**src/design/asc_params.svh**
```systemverilog
// Register offsets, field positions, reset values and bit timing of the serial channel.
`ifndef ASC_PARAMS_SVH
`define ASC_PARAMS_SVH

// Register offsets on the three address lines.
`define ASC_OFF_DATA 3'h0
`define ASC_OFF_MASK 3'h1
`define ASC_OFF_SRC 3'h2
`define ASC_OFF_FMT 3'h3
`define ASC_OFF_HSC 3'h4
`define ASC_OFF_LINE 3'h5
`define ASC_OFF_HSI 3'h6
`define ASC_OFF_SCR 3'h7

// Reset values.
`define ASC_RST_BYTE 8'h00
`define ASC_RST_MASK 4'h0
`define ASC_RST_HSC 5'h00

// Handshake control fields.
`define ASC_HSC_DTR 0
`define ASC_HSC_RTS 1
`define ASC_HSC_OUT1 2
`define ASC_HSC_INTEN 3
`define ASC_HSC_LOOP 4

// Interrupt mask fields.
`define ASC_MASK_RDA 0
`define ASC_MASK_THE 1
`define ASC_MASK_LS 2
`define ASC_MASK_MS 3

// Interrupt source codes in bits 2:1, and the idle reading.
`define ASC_SRC_LS 2'h3
`define ASC_SRC_RDA 2'h2
`define ASC_SRC_THE 2'h1
`define ASC_SRC_MS 2'h0
`define ASC_SRC_NONE 8'h01

// Sample ticks per bit, per stop period, and receiver sample points.
`define ASC_TICKS_BIT 6'h10
`define ASC_TICKS_STOP15 6'h18
`define ASC_TICKS_STOP2 6'h20
`define ASC_RX_MID 4'h7
`define ASC_RX_CTR 4'hf
`define ASC_BASE_LEN 3'h4

`endif

```
**src/design/asc_pkg.sv**
```systemverilog
// Types shared by the serial channel modules.
package asc_pkg;

  // Host bus request as sampled on the pins.
  typedef struct packed {
    logic [2:0] addr;
    logic cs_n;
    logic read_strobe_n;
    logic write_strobe_n;
    logic [7:0] wdata;
  } asc_bus_s;

  // Frame format register layout, bit 7 down to bit 0.
  typedef struct packed {
    logic divisor_access;
    logic brk;
    logic stick;
    logic even;
    logic pen;
    logic stop2;
    logic [1:0] wlen;
  } asc_fmt_s;

  typedef enum logic [2:0] {ASC_TX_IDLE, ASC_TX_START, ASC_TX_DATA, ASC_TX_PAR,
                            ASC_TX_STOP} asc_tx_e;
  typedef enum logic [2:0] {ASC_RX_IDLE, ASC_RX_START, ASC_RX_DATA, ASC_RX_PAR,
                            ASC_RX_STOP} asc_rx_e;

endpackage

```
**src/design/asc_channel.sv**
```systemverilog
// One asynchronous serial channel with its host register port and modem lines.
//
// Function
// - Divisor bytes replace offsets 0-1 when access set.
// - Data write loads; empty flag on move.
// - Start bit verified low at its centre.
// - Sample tick divides clock by 16-bit divisor.
// - Mask bits 0-3 gate four interrupt sources.
// - Mask bits 7-4 always zero.
// - Four priority levels: line, data, empty, modem.
// - Source bits 2:1 encode highest pending level.
// - Source read reports highest level only.
// - Source bit 0 low while any pending.
// - Source bits 3-7 read zero.
// - Format bits 1:0 pick 5-8 bit length.
// - Stop bits: one, one-and-half, or two.
// - Format bit 3 enables parity send/check.
// - Format bit 4 selects even or odd.
// - Stick parity fixed by bit 4 inverse.
// - Format bit 6 holds output low outside loop-back.
// - Control bits 0,1 drive ready/request low outside loop-back.
// - Control bit 2 only feeds loop-back.
// - Control bit 3 enables interrupt pin driver.
// - Line bit 0 shows held received character.
// - Serial output mark in reset and loop.
`include "asc_params.svh"
`timescale 1ns/1ps
`default_nettype none
module asc_channel #(
  parameter int DIV_W = 16
) (
  input wire logic clk,
  input wire logic resetn,
  input wire asc_pkg::asc_bus_s bus,
  input wire logic rx,
  input wire logic cts_n,
  input wire logic dsr_n,
  input wire logic ri_n,
  input wire logic cd_n,
  output logic [7:0] rd_data,
  output logic rd_oe,
  output logic tx,
  output logic dtr_n,
  output logic rts_n,
  output logic irq,
  output logic irq_oe
);

  asc_pkg::asc_fmt_s fmt_q;
  logic [3:0] mask_q;
  logic [4:0] hsc_q;
  logic [7:0] scr_q, div_lo_q, div_hi_q, thr_q, rbr_q;
  logic rd_act_q, wr_act_q;
  logic baud_tick;

  // Strobes are level inputs; each access acts once, on its first cycle.
  wire rd_act = ~bus.cs_n & ~bus.read_strobe_n;
  wire wr_act = ~bus.cs_n & ~bus.write_strobe_n;
  wire rd_go = rd_act & ~rd_act_q;
  wire wr_go = wr_act & ~wr_act_q;
  wire dl = fmt_q.divisor_access;
  wire a_data = (bus.addr == `ASC_OFF_DATA);
  wire a_mask = (bus.addr == `ASC_OFF_MASK);
  wire wr_thr = wr_go & a_data & ~dl;
  wire wr_dll = wr_go & a_data & dl;
  wire wr_dlm = wr_go & a_mask & dl;
  wire wr_ier = wr_go & a_mask & ~dl;
  wire wr_fmt = wr_go & (bus.addr == `ASC_OFF_FMT);
  wire wr_hsc = wr_go & (bus.addr == `ASC_OFF_HSC);
  wire wr_scr = wr_go & (bus.addr == `ASC_OFF_SCR);
  wire rd_rbr = rd_go & a_data & ~dl;
  wire rd_isr = rd_go & (bus.addr == `ASC_OFF_SRC);
  wire rd_lsr = rd_go & (bus.addr == `ASC_OFF_LINE);
  wire rd_msr = rd_go & (bus.addr == `ASC_OFF_HSI);
  wire loop = hsc_q[`ASC_HSC_LOOP];

  // Bus edge detection.
  always_ff @(posedge clk) begin
    if (!resetn) begin
      rd_act_q <= 1'b0;
      wr_act_q <= 1'b0;
    end else begin
      rd_act_q <= rd_act;
      wr_act_q <= wr_act;
    end
  end

  // Host-written control registers; unused upper bits are never stored.
  always_ff @(posedge clk) begin
    if (!resetn) begin
      fmt_q <= `ASC_RST_BYTE;
      mask_q <= `ASC_RST_MASK;
      hsc_q <= `ASC_RST_HSC;
      scr_q <= `ASC_RST_BYTE;
      div_lo_q <= `ASC_RST_BYTE;
      div_hi_q <= `ASC_RST_BYTE;
    end else begin
      if (wr_fmt) fmt_q <= bus.wdata;
      if (wr_ier) mask_q <= bus.wdata[3:0];
      if (wr_hsc) hsc_q <= bus.wdata[4:0];
      if (wr_scr) scr_q <= bus.wdata;
      if (wr_dll) div_lo_q <= bus.wdata;
      if (wr_dlm) div_hi_q <= bus.wdata;
    end
  end

  // Sixteen-times sample enable from the two divisor bytes.
  asc_baud #(.DIV_W(DIV_W)) u_baud (
    .clk(clk),
    .resetn(resetn),
    .divisor(DIV_W'({div_hi_q, div_lo_q})),
    .tick(baud_tick)
  );

  // Frame format decoding; the length is shared by both directions, the mask and stop period serve the transmitter.
  wire [2:0] last_bit = {1'b0, fmt_q.wlen} + `ASC_BASE_LEN;
  wire [7:0] len_mask = 8'hff >> (3'h3 - {1'b0, fmt_q.wlen});
  wire [5:0] stop_lim = !fmt_q.stop2 ? `ASC_TICKS_BIT :
                        (fmt_q.wlen == 2'h0) ? `ASC_TICKS_STOP15 : `ASC_TICKS_STOP2;

  // Parity of a character; stick mode sends the inverse of the even bit.
  function automatic logic par_of(input logic [7:0] d, input asc_pkg::asc_fmt_s f);
    logic p;
    p = ^d;
    if (f.stick) begin
      par_of = ~f.even;
    end else begin
      par_of = f.even ? p : ~p;
    end
  endfunction

  // Transmitter.
  asc_pkg::asc_tx_e tx_st_q;
  logic [7:0] tsr_q;
  logic [2:0] tx_bit_q;
  logic [5:0] tx_cnt_q;
  logic tx_par_q, thre_q, thre_prev_q;
  wire [5:0] tx_lim = (tx_st_q == asc_pkg::ASC_TX_STOP) ? stop_lim : `ASC_TICKS_BIT;
  wire tx_end = baud_tick & (tx_cnt_q == tx_lim - 6'h1);
  wire tx_load = (tx_st_q == asc_pkg::ASC_TX_IDLE) & ~thre_q;
  wire temt = thre_q & (tx_st_q == asc_pkg::ASC_TX_IDLE);
  logic tx_line;

  // Serial level for each part of the frame.
  always_comb begin
    case (tx_st_q)
      asc_pkg::ASC_TX_START: tx_line = 1'b0;
      asc_pkg::ASC_TX_DATA: tx_line = tsr_q[0];
      asc_pkg::ASC_TX_PAR: tx_line = tx_par_q;
      default: tx_line = 1'b1;
    endcase
  end

  // Holding register: a host write fills it, the move to the shifter empties it.
  always_ff @(posedge clk) begin
    if (!resetn) begin
      thr_q <= `ASC_RST_BYTE;
      thre_q <= 1'b1;
    end else if (wr_thr) begin
      thr_q <= bus.wdata;
      thre_q <= 1'b0;
    end else if (tx_load) begin
      thre_q <= 1'b1;
    end
  end

  // Frame sequencer; parity is worked out once, as the byte is moved.
  always_ff @(posedge clk) begin
    if (!resetn) begin
      tx_st_q <= asc_pkg::ASC_TX_IDLE;
      tsr_q <= `ASC_RST_BYTE;
      tx_bit_q <= 3'h0;
      tx_cnt_q <= 6'h0;
      tx_par_q <= 1'b0;
    end else begin
      if (baud_tick) tx_cnt_q <= tx_end ? 6'h0 : tx_cnt_q + 6'h1;
      case (tx_st_q)
        asc_pkg::ASC_TX_IDLE: begin
          tx_cnt_q <= 6'h0;
          if (tx_load) begin
            tsr_q <= thr_q;
            tx_par_q <= par_of(thr_q & len_mask, fmt_q);
            tx_st_q <= asc_pkg::ASC_TX_START;
          end
        end
        asc_pkg::ASC_TX_START: begin
          tx_bit_q <= 3'h0;
          if (tx_end) tx_st_q <= asc_pkg::ASC_TX_DATA;
        end
        asc_pkg::ASC_TX_DATA: begin
          if (tx_end) begin
            tsr_q <= tsr_q >> 1;
            tx_bit_q <= tx_bit_q + 3'h1;
            if (tx_bit_q == last_bit) begin
              tx_st_q <= fmt_q.pen ? asc_pkg::ASC_TX_PAR : asc_pkg::ASC_TX_STOP;
            end
          end
        end
        asc_pkg::ASC_TX_PAR: begin
          if (tx_end) tx_st_q <= asc_pkg::ASC_TX_STOP;
        end
        asc_pkg::ASC_TX_STOP: begin
          if (tx_end) tx_st_q <= asc_pkg::ASC_TX_IDLE;
        end
        default: tx_st_q <= asc_pkg::ASC_TX_IDLE;
      endcase
    end
  end

  // Receiver; in loop-back it listens to its own transmitter.
  asc_pkg::asc_rx_e rx_st_q;
  logic [7:0] rsr_q;
  logic [2:0] rx_bit_q;
  logic [3:0] rx_cnt_q;
  logic rx_prev_q, rx_par_q, rx_zero_q;
  logic dr_q, ovr_q, pe_q, fe_q, bi_q;
  wire rx_in = loop ? (tx_line & ~fmt_q.brk) : rx;
  wire rx_ctr = baud_tick & (rx_cnt_q == `ASC_RX_CTR);
  wire rx_done = (rx_st_q == asc_pkg::ASC_RX_STOP) & rx_ctr;

  // Start detect, bit sampling and character assembly.
  always_ff @(posedge clk) begin
    if (!resetn) begin
      rx_st_q <= asc_pkg::ASC_RX_IDLE;
      rsr_q <= `ASC_RST_BYTE;
      rbr_q <= `ASC_RST_BYTE;
      rx_bit_q <= 3'h0;
      rx_cnt_q <= 4'h0;
      rx_prev_q <= 1'b1;
      rx_par_q <= 1'b0;
      rx_zero_q <= 1'b0;
    end else begin
      rx_prev_q <= rx_in;
      if (baud_tick) rx_cnt_q <= rx_cnt_q + 4'h1;
      case (rx_st_q)
        asc_pkg::ASC_RX_IDLE: begin
          rx_cnt_q <= 4'h0;
          if (rx_prev_q & ~rx_in) rx_st_q <= asc_pkg::ASC_RX_START;
        end
        asc_pkg::ASC_RX_START: begin
          if (baud_tick && rx_cnt_q == `ASC_RX_MID) begin
            // A glitch shorter than half a bit is dropped here.
            rx_st_q <= rx_in ? asc_pkg::ASC_RX_IDLE : asc_pkg::ASC_RX_DATA;
            rx_cnt_q <= 4'h0;
            rx_bit_q <= 3'h0;
            rsr_q <= `ASC_RST_BYTE;
            rx_zero_q <= 1'b1;
          end
        end
        asc_pkg::ASC_RX_DATA: begin
          if (rx_ctr) begin
            rsr_q[rx_bit_q] <= rx_in;
            rx_zero_q <= rx_zero_q & ~rx_in;
            rx_bit_q <= rx_bit_q + 3'h1;
            if (rx_bit_q == last_bit) begin
              rx_st_q <= fmt_q.pen ? asc_pkg::ASC_RX_PAR : asc_pkg::ASC_RX_STOP;
            end
          end
        end
        asc_pkg::ASC_RX_PAR: begin
          if (rx_ctr) begin
            rx_par_q <= rx_in;
            rx_zero_q <= rx_zero_q & ~rx_in;
            rx_st_q <= asc_pkg::ASC_RX_STOP;
          end
        end
        asc_pkg::ASC_RX_STOP: begin
          if (rx_ctr) begin
            rbr_q <= rsr_q;
            rx_st_q <= asc_pkg::ASC_RX_IDLE;
          end
        end
        default: rx_st_q <= asc_pkg::ASC_RX_IDLE;
      endcase
    end
  end

  // Line status: a new event in the cycle of the clearing read still sets.
  wire pe_set = rx_done & fmt_q.pen & (rx_par_q != par_of(rsr_q, fmt_q));
  wire fe_set = rx_done & ~rx_in;
  wire bi_set = rx_done & rx_zero_q & ~rx_in;
  always_ff @(posedge clk) begin
    if (!resetn) begin
      dr_q <= 1'b0;
      ovr_q <= 1'b0;
      pe_q <= 1'b0;
      fe_q <= 1'b0;
      bi_q <= 1'b0;
    end else begin
      dr_q <= rx_done | (dr_q & ~rd_rbr);
      ovr_q <= (rx_done & dr_q & ~rd_rbr) | (ovr_q & ~rd_lsr);
      pe_q <= pe_set | (pe_q & ~rd_lsr);
      fe_q <= fe_set | (fe_q & ~rd_lsr);
      bi_q <= bi_set | (bi_q & ~rd_lsr);
    end
  end

  // Modem inputs; loop-back substitutes the control bits.
  logic [3:0] ms_q, dms_q;
  logic ms_prime_q;
  wire [3:0] ms_now = loop ? {hsc_q[`ASC_HSC_INTEN], hsc_q[`ASC_HSC_OUT1],
                              hsc_q[`ASC_HSC_DTR], hsc_q[`ASC_HSC_RTS]}
                           : ~{cd_n, ri_n, dsr_n, cts_n};
  wire [3:0] ms_chg = ms_now ^ ms_q;
  wire [3:0] dms_set = {ms_chg[3], ms_q[2] & ~ms_now[2], ms_chg[1:0]} & {4{ms_prime_q}};
  always_ff @(posedge clk) begin
    if (!resetn) begin
      ms_q <= 4'h0;
      dms_q <= 4'h0;
      ms_prime_q <= 1'b0;
    end else begin
      ms_q <= ms_now;
      ms_prime_q <= 1'b1;
      dms_q <= dms_set | (rd_msr ? 4'h0 : dms_q);
    end
  end

  // Interrupt sources ranked; the empty source clears on a report or a write.
  logic the_int_q;
  wire ls_p = mask_q[`ASC_MASK_LS] & (ovr_q | pe_q | fe_q | bi_q);
  wire rda_p = mask_q[`ASC_MASK_RDA] & dr_q;
  wire the_p = mask_q[`ASC_MASK_THE] & the_int_q;
  wire ms_p = mask_q[`ASC_MASK_MS] & (|dms_q);
  logic [7:0] isr_val;
  always_comb begin
    if (ls_p) begin
      isr_val = {5'h00, `ASC_SRC_LS, 1'b0};
    end else if (rda_p) begin
      isr_val = {5'h00, `ASC_SRC_RDA, 1'b0};
    end else if (the_p) begin
      isr_val = {5'h00, `ASC_SRC_THE, 1'b0};
    end else if (ms_p) begin
      isr_val = {5'h00, `ASC_SRC_MS, 1'b0};
    end else begin
      isr_val = `ASC_SRC_NONE;
    end
  end
  wire the_rpt = rd_isr & ~isr_val[0] & (isr_val[2:1] == `ASC_SRC_THE);
  wire the_set = (thre_q & ~thre_prev_q) |
                 (wr_ier & bus.wdata[`ASC_MASK_THE] & ~mask_q[`ASC_MASK_THE] & thre_q);
  always_ff @(posedge clk) begin
    if (!resetn) begin
      the_int_q <= 1'b0;
      thre_prev_q <= 1'b1;
    end else begin
      thre_prev_q <= thre_q;
      the_int_q <= the_set | (the_int_q & ~the_rpt & ~wr_thr);
    end
  end

  // Read selection.
  logic [7:0] rsel;
  always_comb begin
    case (bus.addr)
      `ASC_OFF_DATA: rsel = dl ? div_lo_q : rbr_q;
      `ASC_OFF_MASK: rsel = dl ? div_hi_q : {4'h0, mask_q};
      `ASC_OFF_SRC: rsel = isr_val;
      `ASC_OFF_FMT: rsel = fmt_q;
      `ASC_OFF_HSC: rsel = {3'h0, hsc_q};
      `ASC_OFF_LINE: rsel = {1'b0, temt, thre_q, bi_q, fe_q, pe_q, ovr_q, dr_q};
      `ASC_OFF_HSI: rsel = {ms_q, dms_q};
      default: rsel = scr_q;
    endcase
  end

  // Read data is frozen at the start of the access, before clear-on-read.
  always_ff @(posedge clk) begin
    if (!resetn) begin
      rd_data <= `ASC_RST_BYTE;
      rd_oe <= 1'b0;
    end else begin
      rd_oe <= rd_act;
      if (rd_go) rd_data <= rsel;
    end
  end

  // Pin outputs; modem lines go inactive in loop-back so the far side sees idle.
  always_ff @(posedge clk) begin
    if (!resetn) begin
      tx <= 1'b1;
      dtr_n <= 1'b1;
      rts_n <= 1'b1;
      irq <= 1'b0;
      irq_oe <= 1'b0;
    end else begin
      tx <= loop | (~fmt_q.brk & tx_line);
      dtr_n <= loop | ~hsc_q[`ASC_HSC_DTR];
      rts_n <= loop | ~hsc_q[`ASC_HSC_RTS];
      irq <= ~isr_val[0];
      irq_oe <= hsc_q[`ASC_HSC_INTEN];
    end
  end

endmodule
`default_nettype wire

```
**src/design/asc_baud.sv**
```systemverilog
// Baud generator: one-cycle enable at sixteen times the bit rate.
`timescale 1ns/1ps
`default_nettype none
module asc_baud #(
  parameter int DIV_W = 16
) (
  input wire logic clk,
  input wire logic resetn,
  input wire logic [DIV_W-1:0] divisor,
  output logic tick
);

  logic [DIV_W-1:0] cnt_q;
  wire div_zero = (divisor == '0);
  wire wrap = (cnt_q >= divisor - 1'b1);

  // A zero divisor stops the generator; a divisor of one ticks every cycle.
  always_ff @(posedge clk) begin
    if (!resetn || div_zero) begin
      cnt_q <= '0;
      tick <= 1'b0;
    end else begin
      cnt_q <= wrap ? '0 : cnt_q + 1'b1;
      tick <= wrap;
    end
  end

endmodule
`default_nettype wire

```
**config.mk**
```make
export PLATFORM = sky130hd
export DESIGN_NAME = asc_channel
export DESIGN_NICKNAME = d
export VERILOG_FILES = /design/src/design/asc_pkg.sv /design/src/design/asc_channel.sv /design/src/design/asc_baud.sv
export VERILOG_INCLUDE_DIRS = /design/src /design/src/design
export SDC_FILE = /design/constraint.sdc
export NUM_CORES = 1
export LEC_CHECK = 0
export BUFFER_PORTS_ARGS = -buffer_cell sky130_fd_sc_hd__buf_2
export CORE_MARGIN = 1
export CORE_UTILIZATION = 62
export DETAILED_ROUTE_END_ITERATION = 16
export GPL_TIMING_DRIVEN = 1
export HOLD_SLACK_MARGIN = 0.02
export MAX_ROUTING_LAYER = met4
export PLACE_DENSITY = 0.77
export SETUP_SLACK_MARGIN = 0.15
export SYNTH_ARGS = -nofsm -noshare
export SYNTH_HDL_FRONTEND = slang
export SYNTH_SLANG_ARGS = --single-unit
```
**constraint.sdc**
```tcl
create_clock -name clk -period 3.6 [get_ports clk]
set_input_delay 0 -clock clk [delete_from_list [all_inputs] [get_ports clk]]
set_output_delay 0 -clock clk [all_outputs]
set_load 0.02 [all_outputs]
```
# Word level (Yosys, flattened, before mapping)
# Cells that the tools add are included.
[word_totals] mem_count=0 register_bits=148 out_inout_bits=14 inputBits=21 latchBits=0 mem_bits_rw=0 romBits=0 word_cells=274
[op_classes] shift=1 reduce_logical=29 n_div=0 add_sub_neg=9 n_bitwise=92 multipliers=0 eq_ne=35 magnitude_cmp=3 mux=58
[ops] operator="8-bit one-hot mux with 7 select lines" count=1
[ops] operator="3-bit 2-to-1 mux" count=18
[ops] operator="1-bit AND" count=51
[ops] operator="8-bit 2-to-1 mux" count=6
[ops] operator="8-bit one-hot mux with 2 select lines" count=2
[ops] operator="3-bit one-hot mux with 5 select lines" count=2
[ops] operator="6-bit 2-to-1 mux" count=4
[ops] operator="2-bit != test (second input constant)" count=12
[ops] operator="1-bit NOT" count=23
[ops] operator="3-bit by 2-bit equality test with 1-bit output (second input constant)" count=6
[ops] operator="3-bit equality test (second input constant)" count=6
[ops] operator="16-bit by 1-bit adder with 16-bit output (second input constant)" count=1
[ops] operator="16-bit >= comparator" count=1
[ops] operator="16-bit zero test" count=1
[ops] operator="4-bit 2-to-1 mux" count=4
[ops] operator="8-bit parity" count=2
[ops] operator="16-bit by 1-bit subtractor with 16-bit output (second input constant)" count=1
[ops] operator="1-bit OR" count=13
[ops] operator="1-bit 2-to-1 mux" count=12
[ops] operator="3-bit one-hot mux with 2 select lines" count=2
[ops] operator="6-bit AND reduction" count=2
[ops] operator="2-bit nonzero test" count=5
[ops] operator="3-bit by 1-bit equality test with 1-bit output (second input constant)" count=3
[ops] operator="3-bit zero test" count=3
[ops] operator="35 further kinds" count=46

# Longest topological paths before layout
[depth] ltp_word=13 mapped_depth=14 depth_no_buf=13

# Hierarchy
# A second synthesis with hierarchy kept.
[hier_totals] hier_cells=885 area_unflattened_um2=7581.0
[by_module_without_submodules] module="asc_channel" n_inst=1 cells_per_inst=729 area_each_um2=6267.3
[by_module_without_submodules] module="asc_baud" n_inst=1 cells_per_inst=156 area_each_um2=1313.8

# Worst setup path after synthesis
# Ideal clock, no wire load.
[synth_timing] kind="register -> register" from="reg div_lo_q[5]" to="reg u_baud.cnt_q[10]" n_path_buf=1 setup_slack_ps=506 path_stages_with_launch=12 arrival_ps=3024 required_ps=3530 setup_ps=70 cell_sequence="dfxtp_1 > or4_4 > or4_4 > nor4_1 > xnor2_1 > ha_1 > a21o_1 > a21oi_1 > nand3_1 > a41o_1 > clkbuf_1 > a21oi_1"
[synth_between] elab_chain_cells=3 elab_cells_between_ends=5 cone_classes="1 x add/sub; 1 x order compare; 3 x reduce/logical"
[synth_rtl] element="start, declared" line_no="asc_channel.sv:52" rtl="logic [7:0] scr_q, div_lo_q, div_hi_q, thr_q, rbr_q;"
[synth_rtl] element="start signal, assigned" line_no="asc_channel.sv:95" rtl="div_lo_q <= `ASC_RST_BYTE;"
[synth_rtl] element="start signal, assigned" line_no="asc_channel.sv:102" rtl="if (wr_dll) div_lo_q <= bus.wdata;"
[synth_rtl] element="16-bit by 1-bit subtractor with 16-bit output / 16-bit zero test (equally long branches)" line_no="asc_baud.sv:15, asc_baud.sv:14"
[synth_rtl] element="16-bit >= comparator / 1-bit logical OR (equally long branches)" line_no="asc_baud.sv:15, asc_baud.sv:19"
[synth_rtl] element="2-bit OR reduction (no line) *"
[synth_rtl] element="end signal, assigned" line_no="asc_baud.sv:23" rtl="cnt_q <= wrap ? '0 : cnt_q + 1'b1;"
[synth_rtl] element="end, declared" line_no="asc_baud.sv:13" rtl="logic [DIV_W-1:0] cnt_q;"
# Mark *: on every way between the ends. The rest lies on a longest branch, timed or not.
# A chain may end at the register's enable or synchronous reset.

# Worst setup path after layout
[layout_timing] from="reg div_lo_q[5]" to="reg u_baud.tick"
[layout_between] elab_chain_cells=2 elab_cells_between_ends=4 cone_classes="1 x add/sub; 1 x order compare; 2 x reduce/logical"
[layout_rtl] element="16-bit by 1-bit subtractor with 16-bit output / 16-bit zero test (equally long branches)" line_no="asc_baud.sv:15, asc_baud.sv:14"
[layout_rtl] element="16-bit >= comparator / 1-bit logical OR (equally long branches)" line_no="asc_baud.sv:15, asc_baud.sv:19"
[layout_rtl] element="end signal, assigned" line_no="asc_baud.sv:24" rtl="tick <= wrap;"
[layout_rtl] element="end, declared" line_no="asc_baud.sv:10" rtl="output logic tick"
# Several ways; a longest one is shown, not always the timed one.

==> results_dict.tcl <==
set metrics [dict create \
    place_congestion 0.9227 \
    synth_compound_area_share_pct 12.62 \
    antenna_left 0 \
    yosysTopAreaCell "dfxtp_1" \
    htree_num_levels 4 \
    ys_ff_latch 148 \
    cts_sinks 148 \
    layout_min_cycle_time_ns 3.219 \
    r2r-start "div_lo_q[5]" \
    clock_latency_ns 0.43 \
    endpoint_kind "flip-flop" \
    dp_cells 1029 \
    ir_worst_vdd_mv 0.3269 \
    synth.most_common_cell "dfxtp_1" \
    cts-root-buf "clkbuf_16" \
    critPathMostFrequentCell "or4_4" \
    die_x_um 112.3 \
    tns_ns 0 \
    min_period_over_period_pct 89.42 \
    synth_edf_count 0 \
    ios 35 \
    synth.mux.area_fraction_pct 10.59 \
    finalHoldViolations 0 \
    via_count 6656 \
    hold_depth 5 \
    synthCells 896 \
    worst_r2r_endpoint "u_baud.tick" \
    drive_above_1_share_pct 10.37 \
    grt_max_degree 62 \
    finClkSkew_ns 0.007431 \
    first_pass_iters 11 \
    start_util_pct 64.89 \
    num-nets-final 967 \
    yosys-top-cells-count "dfxtp_1 (148), nand2_1 (118), nor2_1 (109)" \
    outcome "finished with violations" \
    path_max_fanout 17 \
    syn_avg_cell_area_sq_um 8.411 \
    num_rows 39 \
    clk_path_buf_depth 2 \
    setup_slack_ns 0.3810 \
    yosys-top-cells-area "dfxtp_1 (39%), mux2i_1 (8.5%), nand2_1 (5.9%), nor2_1 (5.4%), xnor2_1 (5.0%)" \
    cp_cell_sequence "or4_4 -> or4_4 -> nor4_2 -> xnor2_1 -> ha_1 -> a21o_1 -> a21oi_1 -> nand3_1 -> a41o_2 -> and3_1" \
    maxSlewHeadroom_pct 28.92 \
    synth_cell_types 71 \
    p_per_area_nw_per_um2 430.4 \
    n_antenna_cell 0 \
    hold_start "bus[10]" \
    die_area_sq_um 12600 \
    post_cts_buffers 0 \
    synth-xor-area-share_pct 7.206 \
    cts_made_buffers 17 \
    finalSetupViolCount 0 \
    crit_path_start_kind "flip-flop" \
    whs_endpoint "rd_data[7]" \
    synth_seq_area_share_pct 39.32 \
    antenna_found_initial 0 \
    drt-total-wl_um 19840 \
    drt_iter0_drc 737 \
    overflow 0 \
    synthAdderAreaFrac_pct 3.819 \
    reg2reg_slack_ns 0.38 \
    syn-cell-area_sq_um 7536 \
    tightest_slew_ns 1.066 \
    core_sq_um 11610 \
    fin_area_sq_um 8461 \
    dpl_cell_area_sq_um 7720 \
    max-cap-violations 0 \
    path_clk_slew_ns 0.06 \
    fp.dieH_um 112.3 \
    syn-num-nets 940 \
    grt_usage_pct 34.38 \
    cpMaxStageDelayCell "or4_4" \
    finalNonFillerCells 1078 \
    reg2reg_depth 10 \
    portBuffers 34 \
    syn_to_final_growth_pct 12.27 \
    power.leakage_nw 3.498 \
    yosys_warnings 0 \
    slowest_delay_ns 0.58 \
    cp_data_arrival_time_ns 3.54 \
    fmax_ghz 0.3107 \
    critPathRequiredTime_ns 3.92 \
    yosys.area_share.simple_pct 22.66 \
    grt_pass1_wl_um 32660 \
    timing.setup.critical_path_class "flip-flop to flip-flop" \
    hp-class "input port to flip-flop" \
    synthArstFlopShare_pct 0 \
    synth-main-ff-cell "dfxtp_1" \
    synth_top_family_by_area "simple AND/OR/NAND/NOR gates" \
    first_global_vias 6404 \
    wl_per_cell_um 18.40 \
    rsz0062_at_grt "no" \
    cts_tree "built" \
    violations "design-rule violations" \
    drc_errors 1 \
    dp_hpwl_um 13830 \
    slew_viol_final 0 \
    dp_slack_ns 0.2551 \
    synth_top_area_share_pct 39.32 \
    avgViaCountPerCell 6.174 \
]
worst max-delay path by stage:
stage,startpoint,endpoint,slack (ns),cells after the start
floorplan,div_lo_q[5],u_baud.cnt_q[10],0.51,11
global placement,div_lo_q[5],u_baud.tick,0.33,10
detailed placement,div_lo_q[5],u_baud.tick,0.26,10
CTS,div_lo_q[5],u_baud.tick,0.22,10
global route,div_lo_q[5],u_baud.tick,0.15,10
finish,div_lo_q[5],u_baud.tick,0.38,10
flip-flops by register name, indices dropped and copies added (netlist names), 5 cells and up:
register	cells
div_hi_q	8
div_lo_q	8
fmt_q	7
hsc_q	5
rbr_q	8
rd_data	8
rsr_q	8
scr_q	8
thr_q	8
tsr_q	8
tx_cnt_q	6
u_baud.cnt_q	16
power by group:
group	switching, mW	internal [mW]	leakage (nW)
Clock	0.693	1.01	0.259
Sequential	0.0356	1.66	1.20
Combinational	0.148	0.0945	2.04
layer usage:
layer / up-vias / wire (um) / GRT usage, %
li1: 3176 / - / -
met1: 3189 / 8644 / 44.11
met2: 242 / 9298 / 54.16
met3: 49 / 1264 / 5.886
met4: 0 / 632 / 13.60
met5: - / 0 / -
placed cells by master (no fill, tap or decap), drive strengths merged, types with 5 or more instances in the layout:
master / instances
xnor2: 43
o221ai: 5
inv: 18
nor3b: 6
or2: 5
nor4: 7
or3: 6
a21oi: 71
dfxtp: 148
and3: 15
nand2b: 14
a22oi: 6
nor2: 109
mux2i: 64
nand3: 40
nor3: 22
nand4: 7
clkbuf: 21
mux2: 10
nand2: 119
and2: 5
a21o: 9
dlygate4sd3: 18
xor2: 19
o21ai: 24
buf: 41
ha: 23
metrics by stage:
step                      util, %  hold WS [ns]  total power, mW
after global routing        72.85        0.1608            3.742
after global placement      66.47        0.1907            1.949
after floorplan                 -       0.02772            1.883
final                       72.85        0.1052            3.641
after CTS                   72.76        0.1015            3.645
after detailed placement    66.47        0.1993            1.954
cell type report:
type	instances	area, sq um
Clock buffer	21	440.4
Timing Repair Buffer	59	402.9
Tap cell	143	178.9
Clock inverter	10	110.1
Inverter	18	67.56
Sequential cell	148	2963
Fill cell	897	3153
Multi-Input combinational cell	679	4298
kinds of logic (layout without fill, tap and decap cells):
kind of cell             count (synthesis)  count (layout)
XOR/XNOR                                62              62
buffers and inverters                   69             108
adder cells (fa/ha/maj)                 23              23
AO/OA/AOI/OAI                          151             151
multiplexers                            76              76
AND/OR/NAND/NOR                        367             367
flip-flops                             148             148
critical path: cells and delay by family (launching register included):
| family | cells | cell delay, ns |
|---|---|---|
| AO/OA/AOI/OAI | 3 | 0.75 |
| XOR/XNOR | 1 | 0.15 |
| adder cells (fa/ha/maj) | 1 | 0.27 |
| flip-flops | 1 | 0.38 |
| AND/OR/NAND/NOR | 5 | 1.56 |
what timing repair did:
item,CTS,global route
hold buffers,18,0
hold endpoints to repair,56,0
setup endpoints to repair,0,17
resized for setup,0,3
Note: power is estimated with default switching activity, not from simulation.
